`src/hcs_defines.svh`:
```
// Constants for the homing command/status word logic.
// Assumes inclusion by bare name from the package and design files.
`ifndef HCS_DEFINES_SVH
`define HCS_DEFINES_SVH
`define HCS_CMD_WORD_INDEX 16'h6040
`define HCS_STS_WORD_INDEX 16'h6041
`define HCS_CW_START_BIT 4
`define HCS_CW_HALT_BIT 8
`define HCS_CW_KEEP_MASK 16'h0110
`define HCS_SW_TORQUE_BIT 15
`define HCS_SW_HERR_BIT 13
`define HCS_SW_HATT_BIT 12
`define HCS_SW_LIMIT_BIT 11
`define HCS_SW_TGT_BIT 10
`define HCS_SW_REMOTE_BIT 9
`define HCS_SW_WARN_BIT 7
`define HCS_CW_RESET 16'h0000
`define HCS_HS_RUNNING 3'b000
`define HCS_HS_IDLE 3'b001
`define HCS_HS_DONE 3'b011
`define HCS_HS_ALARM 3'b101
`endif

```
`src/hcs_pkg.sv`:
```
// Types for the homing command/status word logic.
// Assumes hcs_defines.svh is on the include path.
`include "hcs_defines.svh"
package hcs_pkg;
    typedef enum logic [1:0] {HCS_IDLE, HCS_RUN, HCS_STOP} hcs_state_e;
    typedef logic [2:0] hcs_home_code_t;
endpackage

```
`src/hcs_homing_words.sv`:
```
// Homing-mode command word decode and status word assembly.
// Assumes all drive inputs are synchronous to clk; motion engine is outside.
//
// Contract
// - Halt bit 8 set stops motion using the halt option method.
// - Homing starts on a 0 to 1 edge of command bit 4.
// - Clearing bit 4 during homing decelerates the motor to stop.
// - Start edge ignored while moving, halted, or external stop active.
// - Start edge ignored unless operation enabled and motor excited.
// - Status bit 15 shows torque upper limit reached.
// - Status bits 13, 12, 10 form one homing status code.
// - Status bit 11 is set while any internal limit is active.
// - Status bit 9 sets once initialization completes.
// - Status bit 7 follows the warning cause, no acknowledge.
// - Codes: 000 running, 001 idle, 011 done, 101 alarm.
// - On homing completion the position preset to home offset fires.
`timescale 1ns/1ps
`include "hcs_defines.svh"
module hcs_homing_words
(
    input wire logic clk,
    input wire logic rst_b,
    input wire logic cmd_wr,
    input wire logic [15:0] cmd_wdata,
    output logic [15:0] motion_command_word,
    output logic [15:0] motion_state_word,
    input wire logic op_enabled,
    input wire logic motor_excited,
    input wire logic motion_busy,
    input wire logic ext_stop,
    input wire logic home_found,
    input wire logic motion_stopped,
    input wire logic alarm,
    input wire logic torque_limit_reached,
    input wire logic forward_end_sensor,
    input wire logic reverse_end_sensor,
    input wire logic forward_motion_prohibit,
    input wire logic reverse_motion_prohibit,
    input wire logic soft_limit,
    input wire logic mech_limit,
    input wire logic init_done,
    input wire logic warning_cause,
    output logic home_go,
    output logic halt_stop,
    output logic home_decel,
    output logic preset_pulse
);
    import hcs_pkg::*;

    ////////////////////////////////////////////////////////////////////
    // Command word
    // Only halt and start are stored; the other bits belong to the drive state machine
    logic [15:0] cw_r;
    wire [15:0] cw_nxt = cmd_wr ? (cmd_wdata & `HCS_CW_KEEP_MASK) : cw_r;
    wire start_lvl = cw_r[`HCS_CW_START_BIT];
    wire halt_lvl = cw_r[`HCS_CW_HALT_BIT];
    wire start_rise;

    hcs_edge u_start_edge
    (
        .clk(clk),
        .rst_b(rst_b),
        .level(start_lvl),
        .rise(start_rise)
    );

    always_ff @(posedge clk)
    begin
        if (!rst_b)
            cw_r <= `HCS_CW_RESET;
        else
            cw_r <= cw_nxt;
    end

    ////////////////////////////////////////////////////////////////////
    // Homing sequencer
    hcs_state_e state_r;
    hcs_state_e state_nxt;
    hcs_home_code_t code_r;
    hcs_home_code_t code_nxt;
    logic preset_nxt;

    // A start edge seen outside IDLE is dropped, never queued
    wire start_ok = start_rise & ~motion_busy & ~halt_lvl & ~ext_stop
                  & op_enabled & motor_excited;
    wire in_run = (state_r == HCS_RUN);
    wire stop_req = ~start_lvl | halt_lvl | ext_stop | ~op_enabled;

    always_comb
    begin
        state_nxt = state_r;
        code_nxt = code_r;
        preset_nxt = 1'b0;
        case (state_r)
            HCS_IDLE:
            begin
                if (start_ok)
                begin
                    state_nxt = HCS_RUN;
                    code_nxt = `HCS_HS_RUNNING;
                end
            end
            HCS_RUN:
            begin
                if (alarm)
                begin
                    state_nxt = HCS_IDLE;
                    code_nxt = `HCS_HS_ALARM;
                end
                else if (stop_req)
                begin
                    // Stop is requested; code reports interrupted once motion ends
                    state_nxt = HCS_STOP;
                end
                else if (home_found)
                begin
                    state_nxt = HCS_IDLE;
                    code_nxt = `HCS_HS_DONE;
                    preset_nxt = 1'b1;
                end
            end
            HCS_STOP:
            begin
                // Alarm wins over a normal stop so the code says why motion ended
                if (alarm)
                begin
                    state_nxt = HCS_IDLE;
                    code_nxt = `HCS_HS_ALARM;
                end
                else if (motion_stopped)
                begin
                    state_nxt = HCS_IDLE;
                    code_nxt = `HCS_HS_IDLE;
                end
            end
            default:
            begin
                state_nxt = HCS_IDLE;
                code_nxt = `HCS_HS_IDLE;
            end
        endcase
    end

    always_ff @(posedge clk)
    begin
        if (!rst_b)
        begin
            state_r <= HCS_IDLE;
            code_r <= `HCS_HS_IDLE;
            preset_pulse <= 1'b0;
        end
        else
        begin
            state_r <= state_nxt;
            code_r <= code_nxt;
            preset_pulse <= preset_nxt;
        end
    end

    ////////////////////////////////////////////////////////////////////
    // Motion controls and status word
    wire limit_any = forward_end_sensor | reverse_end_sensor | forward_motion_prohibit
                   | reverse_motion_prohibit | soft_limit | mech_limit;
    logic init_seen_r;
    logic [15:0] sw_nxt;
    // Go and decel follow the next state so they line up with the status code; halt follows the next command word
    wire go_nxt = (state_nxt == HCS_RUN);
    wire halt_nxt = cw_nxt[`HCS_CW_HALT_BIT];
    // Also set on the alarm exit, so a cleared start bit always shows a decel cycle
    wire decel_nxt = (state_nxt == HCS_STOP) | (in_run & ~start_lvl);
    // Sticky: a single pulse on init_done is enough
    wire init_seen_nxt = init_seen_r | init_done;

    always_comb
    begin
        sw_nxt = 16'h0000;
        sw_nxt[`HCS_SW_TORQUE_BIT] = torque_limit_reached;
        sw_nxt[`HCS_SW_HERR_BIT] = code_nxt[2];
        sw_nxt[`HCS_SW_HATT_BIT] = code_nxt[1];
        sw_nxt[`HCS_SW_TGT_BIT] = code_nxt[0];
        sw_nxt[`HCS_SW_LIMIT_BIT] = limit_any;
        sw_nxt[`HCS_SW_REMOTE_BIT] = init_seen_nxt;
        sw_nxt[`HCS_SW_WARN_BIT] = warning_cause;
    end

    always_ff @(posedge clk)
    begin
        if (!rst_b)
            init_seen_r <= 1'b0;
        else
            init_seen_r <= init_seen_nxt;
    end

    always_ff @(posedge clk)
    begin
        if (!rst_b)
        begin
            motion_state_word <= 16'h0000;
            motion_command_word <= `HCS_CW_RESET;
        end
        else
        begin
            motion_state_word <= sw_nxt;
            motion_command_word <= cw_nxt;
        end
    end

    // Registered so the motion engine never sees a decode glitch
    always_ff @(posedge clk)
    begin
        if (!rst_b)
        begin
            home_go <= 1'b0;
            halt_stop <= 1'b0;
            home_decel <= 1'b0;
        end
        else
        begin
            home_go <= go_nxt;
            halt_stop <= halt_nxt;
            home_decel <= decel_nxt;
        end
    end
endmodule

```
`src/hcs_edge.sv`:
```
// Rising-edge detector for one synchronous level.
// Assumes the input is already in the clk domain.
`timescale 1ns/1ps
module hcs_edge
(
    input wire logic clk,
    input wire logic rst_b,
    input wire logic level,
    output logic rise
);
    logic level_r;
    always_ff @(posedge clk)
    begin
        if (!rst_b)
            level_r <= 1'b0;
        else
            level_r <= level;
    end
    assign rise = level & ~level_r;
endmodule

```
`config.mk`:
```
export PLATFORM = sky130hd
export DESIGN_NAME = hcs_homing_words
export DESIGN_NICKNAME = d
export VERILOG_FILES = /design/src/hcs_pkg.sv /design/src/hcs_homing_words.sv /design/src/hcs_edge.sv
export VERILOG_INCLUDE_DIRS = /design/src
export SDC_FILE = /design/constraint.sdc
export NUM_CORES = 1
export LEC_CHECK = 0
export BUFFER_PORTS_ARGS = -buffer_cell sky130_fd_sc_hd__buf_4
export CORE_MARGIN = 4
export CORE_UTILIZATION = 34
export DETAILED_ROUTE_END_ITERATION = 12
export GPL_TIMING_DRIVEN = 0
export PLACE_DENSITY = 0.74
export REMOVE_ABC_BUFFERS = 1
export SYNTH_ARGS = -nofsm -noshare
export SYNTH_HDL_FRONTEND = slang
export SYNTH_SLANG_ARGS = --single-unit
```
`constraint.sdc`:
```
create_clock -name clk -period 1.2 [get_ports clk]
set_input_delay 0.24 -clock clk [delete_from_list [all_inputs] [get_ports clk]]
set_output_delay 0.24 -clock clk [all_outputs]
set_load 0.02 [all_outputs]
```
==> impl_metrics.yaml, run 1 <==
status:
  status: "finished, violations left"
  violations: "negative setup slack"
setup_path:
  path_max_fanout: 4
  r2r-end: "code_r[1]"
  worstSetupStartpointType: "flip-flop"
  path_cells: "and4bb_4 -> and2b_4 -> nand4_4 -> a221oi_2"
  r2r_slack_ns: -0.07
  cp_slowest_stage_delay_ns: 0.32
  worst_ep_required_time_ns: 1.39
  path_class: "reg2reg"
  cp-end-kind: "flip-flop"
  ff2ff_path_depth: 4
  crit_slowest_cell: "dfxtp_2"
  r2r_start: "motion_command_word[8]"
  arrival_ns: 1.46
clocking:
  clk_latency_ns: 0.28
  cts-buffers-inserted: 3
  cts_tree: "built"
  clock_path_buffers: 2
  hold_buffers: 0
  clkSlewWorstSetupHoldPaths_ns: 0.08
  cts_root_buf: "clkbuf_4"
  cts.sinks: 16
  cts_max_level: 1
grt:
  grt_usage_pct: 9.82
  grt_max_degree: 13
  grt_pass1_vias: 627
  grt_pass1_wl_um: 2610
  overflow: 0
  antenna_found_initial: 0
final_layout:
  final_util_pct: 45.2
  final_cells: 163
  antenna_cells: 0
  fillers: 255
  syn2layout_area_growth_pct: 27.2
  drive_gt1_share_pct: 41.4
  design_area_sq_um: 1120
  fin_nets: 170
pwr:
  p_per_area_nw_per_um2: 974
  cellLeakagePower_nw: 0.569
  irDropWorstVdd_uv: 544
sta:
  period_share_pct: 106
  drv_slew: 0
  rsz0062_at_grt: "true"
  hold_ws_ns: 0.165
  setup_viol: 3
  hold_viol: 0
  fin_ws_ns: -0.0718
  fmax_mhz: 786
  fin_skew_ns: 0.00516
  finalCriticalPeriod_ns: 1.27
synth:
  synth_most_common_cell: "buf_4"
  synthArstFlopShare_pct: 0
  synthTopCellsByArea: "dfxtp_1, buf_4, nor2_1, a21oi_1, nand4_4"
  synth_top_area_share_pct: 36.4
  yosysWarnings: 0
  synth_common_cells: "buf_4, dfxtp_1, nor2_1"
  synth-seq-cells: 16
  ys_dominant_reg_cell: "dfxtp_1"
  ys_seq_area_share_pct: 36.4
  ys_types: 27
  synth-edff-count: 0
  synth_area_sq_um: 880
  yosysTopAreaCell: "dfxtp_1"
  synth_cells: 99
  synth_area_per_cell_sq_um: 8.88
die:
  coreArea_sq_um: 2480
  die_area_sq_um: 3460
  die_w_um: 58.9
  design.portCount: 71
  initial_core_util_pct: 35.5
  std_cell_rows: 18
  die_h_um: 58.9
job:
  drv_cap: 0
drt:
  ant_nets: 0
  vias: 685
  drt-total-wl_um: 1770
  vias_per_cell: 4.20
  dr.pass1.iters: 3
  drc: 0
  drtIter0Drc: 8
  wl_per_cell_um: 10.8
min_path:
  hp-class: "in2reg"
  hold_path_depth: 3
  hold_start: "init_done"
  hold_path_end: "motion_state_word[9]"
placed_design:
  dpl_cell_area_sq_um: 1030
  place_congestion: 0.790
  post-place-ws_ns: -0.139
  portBuffers: 33
  dpl.cell_count: 155
  dp_hpwl_um: 1350
placed cells by master (no fill, tap or decap), types with 2 or more instances in the layout:
| cell | instances |
|---|---|
| buf_4 | 38 |
| conb_1 | 23 |
| dfxtp_1 | 13 |
| nor2_1 | 11 |
| a21oi_1 | 5 |
| inv_1 | 5 |
| clkbuf_4 | 3 |
| nand2b_1 | 2 |
| and2_1 | 2 |
| mux2i_1 | 2 |
| nand2_1 | 2 |
| nor3_1 | 2 |
| o21ai_0 | 2 |
| o21a_1 | 2 |
| dfxtp_2 | 2 |
sequential cells by signal, indices dropped and copies added, names as in the netlist:
| register | count |
|---|---|
| home_decel | 1 |
| home_go | 1 |
| motion_command_word | 2 |
| code_r | 2 |
| u_start_edge.level_r | 1 |
| preset_pulse | 1 |
| state_r | 2 |
| motion_state_word | 6 |
where the power goes:
group | internal [mW] | leakage [nW] | switching (mW)
registers | 0.553 | 0.133 | 0.00988
clock network | 0.117 | 0.0138 | 0.148
logic | 0.107 | 0.422 | 0.154
per-stage QoR:
stage	setup TNS, ns	total power, mW
global route	-0.294	1.14
global placement	-0.250	0.814
floorplan	-0.716	0.718
CTS	-0.139	1.09
finish	-0.146	1.09
detailed placement	-0.369	0.819
layer usage:
metal  share of wire (%)  vias up  GRT usage (%)
met5                   0        -              0
li1                    -      345              -
met4                0.34        0           3.24
met2                  51       36           17.4
met1                  37      302           10.3
met3                  12        2           4.39
worst max-delay path, delay by kind of cell, from the launching register on:
kind | cells | cell delay [ns]
AND/OR/NAND/NOR | 3 | 0.61
AO/OA/AOI/OAI | 1 | 0.25
flip-flops | 1 | 0.32
worst max path at each step:
| stage | from | to | slack (ns) | cells past startpoint |
|---|---|---|---|---|
| 4_1_cts | motion_command_word[8] | code_r[1] | -0.09 | 4 |
| 3_3_place_gp | ext_stop | code_r[1] | -0.1 | 5 |
| 5_1_grt | motion_command_word[8] | code_r[1] | -0.15 | 4 |
| 2_1_floorplan | motion_command_word[8] | code_r[1] | -0.18 | 4 |
| 3_5_place_dp | ext_stop | code_r[1] | -0.14 | 5 |
| 6_report | motion_command_word[8] | code_r[1] | -0.07 | 4 |
what timing repair did:
item,in CTS,in global routing
endpoints found under the hold margin,0,0
resized for setup,3,7
setup buffers,2,3
setup endpoints to repair,6,6
pin swaps,5,3
cloned,0,0
layout make-up:
cell class	count	area, sq um	area share, %
inverters	5	18.8	1.68
flip-flops and latches	16	327	29.2
repair buffers	38	285	25.5
multi-input cells	71	428	38.3
well taps	30	37.5	3.36
clock buffers	3	22.5	2.01
kinds of logic (layout without fill, tap and decap cells):
family          after synthesis  after routing  synth area share (%)
compound gates               16             16                  13.1
buf+inv                      34             46                  26.9
flops                        16             16                  36.4
mux                           2              2                  2.28
other cells                   1             23                 0.426
simple gates                 30             30                  20.9
Power figures use the tool's default switching activity.
==> run 2: changes to the inputs <==
CELL_PAD_IN_SITES_DETAIL_PLACEMENT = 0   (was not set)
CELL_PAD_IN_SITES_GLOBAL_PLACEMENT = 1   (was not set)
CORE_UTILIZATION = 23   (was 34)
==> run 2 against run 1 <==
Compared with the run above: the flow still finishes with violations (negative setup slack); combinational power decreased by 3%; wire length up 11%; via count increased by 3.5%; critical path depth unchanged.
==> impl_metrics.yaml, run 2 (synthesized netlist as in run 1, its figures left out) <==
grt:
  overflow: 0
  grt_pass1_wl_um: 3260
  antenna_found_initial: 0
  grt_pass1_vias: 721
  grt_usage_pct: 8.41
  grt_max_degree: 13
sta:
  finalCriticalPeriod_ns: 1.24
  hold_ws_ns: 0.199
  period_share_pct: 103
  drv_slew: 0
  hold_viol: 0
  rsz0062_at_grt: "true"
  fin_skew_ns: 0.00145
  setup_viol: 1
  fmax_mhz: 809
  fin_ws_ns: -0.0360
  setup_tns_ns: -0.0360
drt:
  vias_per_cell: 3.90
  vias: 709
  drc: 0
  drtIter0Drc: 11
  dr.pass1.iters: 4
  wl_per_cell_um: 10.7
  drt-total-wl_um: 1950
  ant_nets: 0
pwr:
  p_per_area_nw_per_um2: 1120
  clkPwrFrac_pct: 36.7
  irDropWorstVdd_uv: 351
  p_sw_share_pct: 26.6
  p_seq_share_pct: 43.7
  p_sw_uw: 344
  cellLeakagePower_nw: 0.566
  internal_power_uw: 948
  combPwrFrac_pct: 19.6
clocking:
  hold_buffers: 0
  cts_root_buf: "clkbuf_8"
  clock_path_buffers: 2
  cts.sinks: 16
  clkSlewWorstSetupHoldPaths_ns: 0.06
  cts_tree: "built"
  clk_latency_ns: 0.25
  cts_max_level: 1
  cts-buffers-inserted: 3
job:
  drv_cap: 0
status:
  status: "finished, violations left"
  violations: "negative setup slack"
final_layout:
  final_util_pct: 31.2
  fin_nets: 170
  top_register: "motion_state_word"
  multiInputGateArea_sq_um: 409
  drive_gt1_share_pct: 39.6
  fillers: 414
  final_cell_mix: "buf_4, conb_1, dfxtp_1, nor2_1"
  syn2layout_area_growth_pct: 31.0
  seq_area_sq_um: 324
  antenna_cells: 0
  final_common_cell: "buf_4"
  largest_reg_flops: 6
  final_cells: 182
setup_path:
  r2r_start: "motion_command_word[8]"
  worstSetupStartpointType: "flip-flop"
  cp_slowest_stage_delay_ns: 0.32
  crit_slowest_cell: "and4bb_4"
  path_class: "reg2reg"
  cp-end-kind: "flip-flop"
  path_cells: "and4bb_4 -> and2b_4 -> nand4_4 -> a221oi_2"
  worst_ep_required_time_ns: 1.37
  path_max_fanout: 4
  arrival_ns: 1.40
  critPathLaunch: "motion_command_word[8]"
placed_design:
  place_congestion: 0.693
  portBuffers: 33
  dp_hpwl_um: 1530
  post-place-ws_ns: -0.142
  dpl.cell_count: 173
die:
  die_area_sq_um: 4880
  die_h_um: 69.8
  die_w_um: 69.8
  std_cell_rows: 22
  initial_core_util_pct: 23.8
  coreArea_sq_um: 3690
  design.portCount: 71
min_path:
  hp-class: "in2reg"
  hold_start: "init_done"
run 2: changes by cell type in the layout (fill, tap and decap cells not counted), sizes merged:
cell,previous run,this run
clkbuf,3,4
run 2: through the flow:
stage / power, mW / instance area (sq um)
after global placement: 0.816 / 1050
after floorplan: 0.718 / 744
after CTS: 1.31 / 1140
final: 1.29 / 1150
after detailed placement: 0.821 / 1050
after global routing: 1.35 / 1150
run 2: final timing paths:
| kind | slack, ns | cells after the start | to |
|---|---|---|---|
| worst max-delay path | -0.04 | 4 | code_r[1] |
| worst min-delay path | 0.20 | 3 | motion_state_word[9] |
| worst max register to register | -0.04 | 4 | code_r[1] |
| worst min register to register | 0.47 | 2 | motion_state_word[9] |
run 2: critical path, delay by kind of cell, from the launching register on:
family	cells	cell delay, ns
flip-flops	1	0.31
AND/OR/NAND/NOR	3	0.62
AO/OA/AOI/OAI	1	0.22
run 2: final cells by class:
cell class	instances	share of cell area, %
tap	48	5.21
clock buffer	4	4.78
multi-input combinational	71	35.5
sequential	16	28.1
inverter	5	1.63
timing repair buffer	38	24.8
run 2: power groups by stage:
stage	registers (mW)	clock network, mW	logic [mW]
after detailed placement	0.578	0	0.243
after global routing	0.567	0.508	0.275
final	0.564	0.474	0.254
after CTS	0.564	0.490	0.254
after global placement	0.577	0	0.240
after floorplan	0.600	0	0.117
run 2: timing repair:
action | 4_1_cts | 5_1_grt
buffers inserted | 4 | 1
endpoints found under the hold margin | 0 | 0
resized for setup | 3 | 1
setup endpoints to repair | 4 | 6
pin swaps | 1 | 2
run 2: metal layers:
| metal | routed length [um] | vias up | global-route usage (%) |
|---|---|---|---|
| li1 | - | 345 | - |
| met2 | 1010 | 36 | 14.3 |
| met5 | 0 | - | 0 |
| met1 | 714 | 326 | 8.42 |
| met4 | 19 | 0 | 3.19 |
| met3 | 211 | 2 | 4.93 |
==> run 3: changes to the inputs <==
CORE_MARGIN = not set   (was 4)
MAX_ROUTING_LAYER = met4   (was not set)
==> run 3 against run 2 <==
Compared with the run above: the run still ends with negative setup slack left; combinational power shrank 2%; core utilization is 0.28 points lower; first-iteration DRC count decreased by 9.1%.
==> impl_metrics.yaml, run 3 (synthesized netlist as in run 1, its figures left out) <==
clocking:
  cts_tree: "built"
  cts.sinks: 16
  clock_path_buffers: 2
  clkSlewWorstSetupHoldPaths_ns: 0.06
  cts_root_buf: "clkbuf_8"
  cts-buffers-inserted: 3
  cts_max_level: 1
  clk_latency_ns: 0.25
drt:
  vias: 697
  drt-total-wl_um: 1740
  drtIter0Drc: 10
  drc: 0
  vias_per_cell: 3.89
  dr.pass1.iters: 4
  wl_per_cell_um: 9.72
  ant_nets: 0
sta:
  hold_viol: 0
  hold_ws_ns: 0.201
  period_share_pct: 105
  rsz0062_at_grt: "true"
  fin_skew_ns: 0.00176
  setup_viol: 1
  drv_slew: 0
  fmax_mhz: 793
  fin_ws_ns: -0.0607
  finalCriticalPeriod_ns: 1.26
grt:
  grt_max_degree: 13
  antenna_found_initial: 0
  grt_usage_pct: 9.38
  overflow: 0
  grt_pass1_wl_um: 2770
  grt_pass1_vias: 624
final_layout:
  final_cell_mix: "buf_4, conb_1, dfxtp_1, nor2_1, a21oi_1"
  syn2layout_area_growth_pct: 28.9
  final_common_cell: "buf_4"
  top_register: "motion_state_word"
  antenna_cells: 0
  fin_nets: 168
  final_cells: 179
  drive_gt1_share_pct: 38.9
  largest_reg_flops: 6
setup_path:
  worst_ep_required_time_ns: 1.35
  arrival_ns: 1.42
  path_class: "reg2reg"
  cp-end-kind: "flip-flop"
  path_max_fanout: 4
  worstSetupStartpointType: "flip-flop"
die:
  std_cell_rows: 22
  design.portCount: 71
  die_w_um: 63.8
  die_h_um: 63.8
  initial_core_util_pct: 24.0
  die_area_sq_um: 4080
  coreArea_sq_um: 3660
placed_design:
  post-place-ws_ns: -0.143
  dpl.cell_count: 173
  place_congestion: 0.810
  portBuffers: 33
  dp_hpwl_um: 1300
pwr:
  p_per_area_nw_per_um2: 1060
  cellLeakagePower_nw: 0.556
  irDropWorstVdd_uv: 447
  p_total_mw: 1.20
status:
  status: "finished, violations left"
  violations: "negative setup slack"
min_path:
  hp-class: "in2reg"
job:
  drv_cap: 0
-- run 3: final cells by class --
| class | instances | area [sq um] |
|---|---|---|
| inverter | 5 | 18.8 |
| tap | 48 | 60.1 |
| fill | 394 | 2530 |
| sequential | 16 | 327 |
| clock buffer | 3 | 41.3 |
| timing repair buffer | 36 | 270 |
| multi-input combinational | 71 | 417 |
-- run 3: final timing paths --
kind | start | end | slack, ns | cells after the start
max | motion_command_word[8] | code_r[1] | -0.06 | 4
min | init_done | motion_state_word[9] | 0.20 | 3
max reg2reg | motion_command_word[8] | code_r[1] | -0.06 | 4
min reg2reg | motion_state_word[9] | motion_state_word[9] | 0.48 | 2
-- run 3: through the flow --
stage / util [%] / setup TNS [ns] / cell area [sq um]
3_3_place_gp: 28.7 / -0.290 / 1050
6_report: 31.0 / -0.0607 / 1130
2_1_floorplan: - / -0.716 / 744
3_5_place_dp: 28.7 / -0.367 / 1050
4_1_cts: 30.4 / -0.116 / 1110
5_1_grt: 31.0 / -0.214 / 1130
-- run 3: routing by layer --
metal  global-route usage (%)  share of wire [%]
met5                        -                  0
met4                     5.11                2.1
met3                     4.46                8.9
met2                     14.4                 50
met1                     9.94                 39
-- run 3: where the power goes --
part | leakage, nW | switching (mW) | internal, mW
clock | 0.0216 | 0.168 | 0.222
combinational | 0.402 | 0.149 | 0.102
sequential | 0.133 | 0.0104 | 0.554
-- run 3: worst max-delay path: stages (launching register included) --
cell      delay [ns]
dfxtp_2         0.32
and4bb_4        0.32
and2b_4         0.18
nand4_4         0.10
a221oi_2        0.25
-- run 3: what timing repair did --
item	in CTS	in global routing
buffers inserted	2	1
resized for setup	3	3
hold buffers	0	0
pin swaps	6	2
setup endpoints to repair	5	5
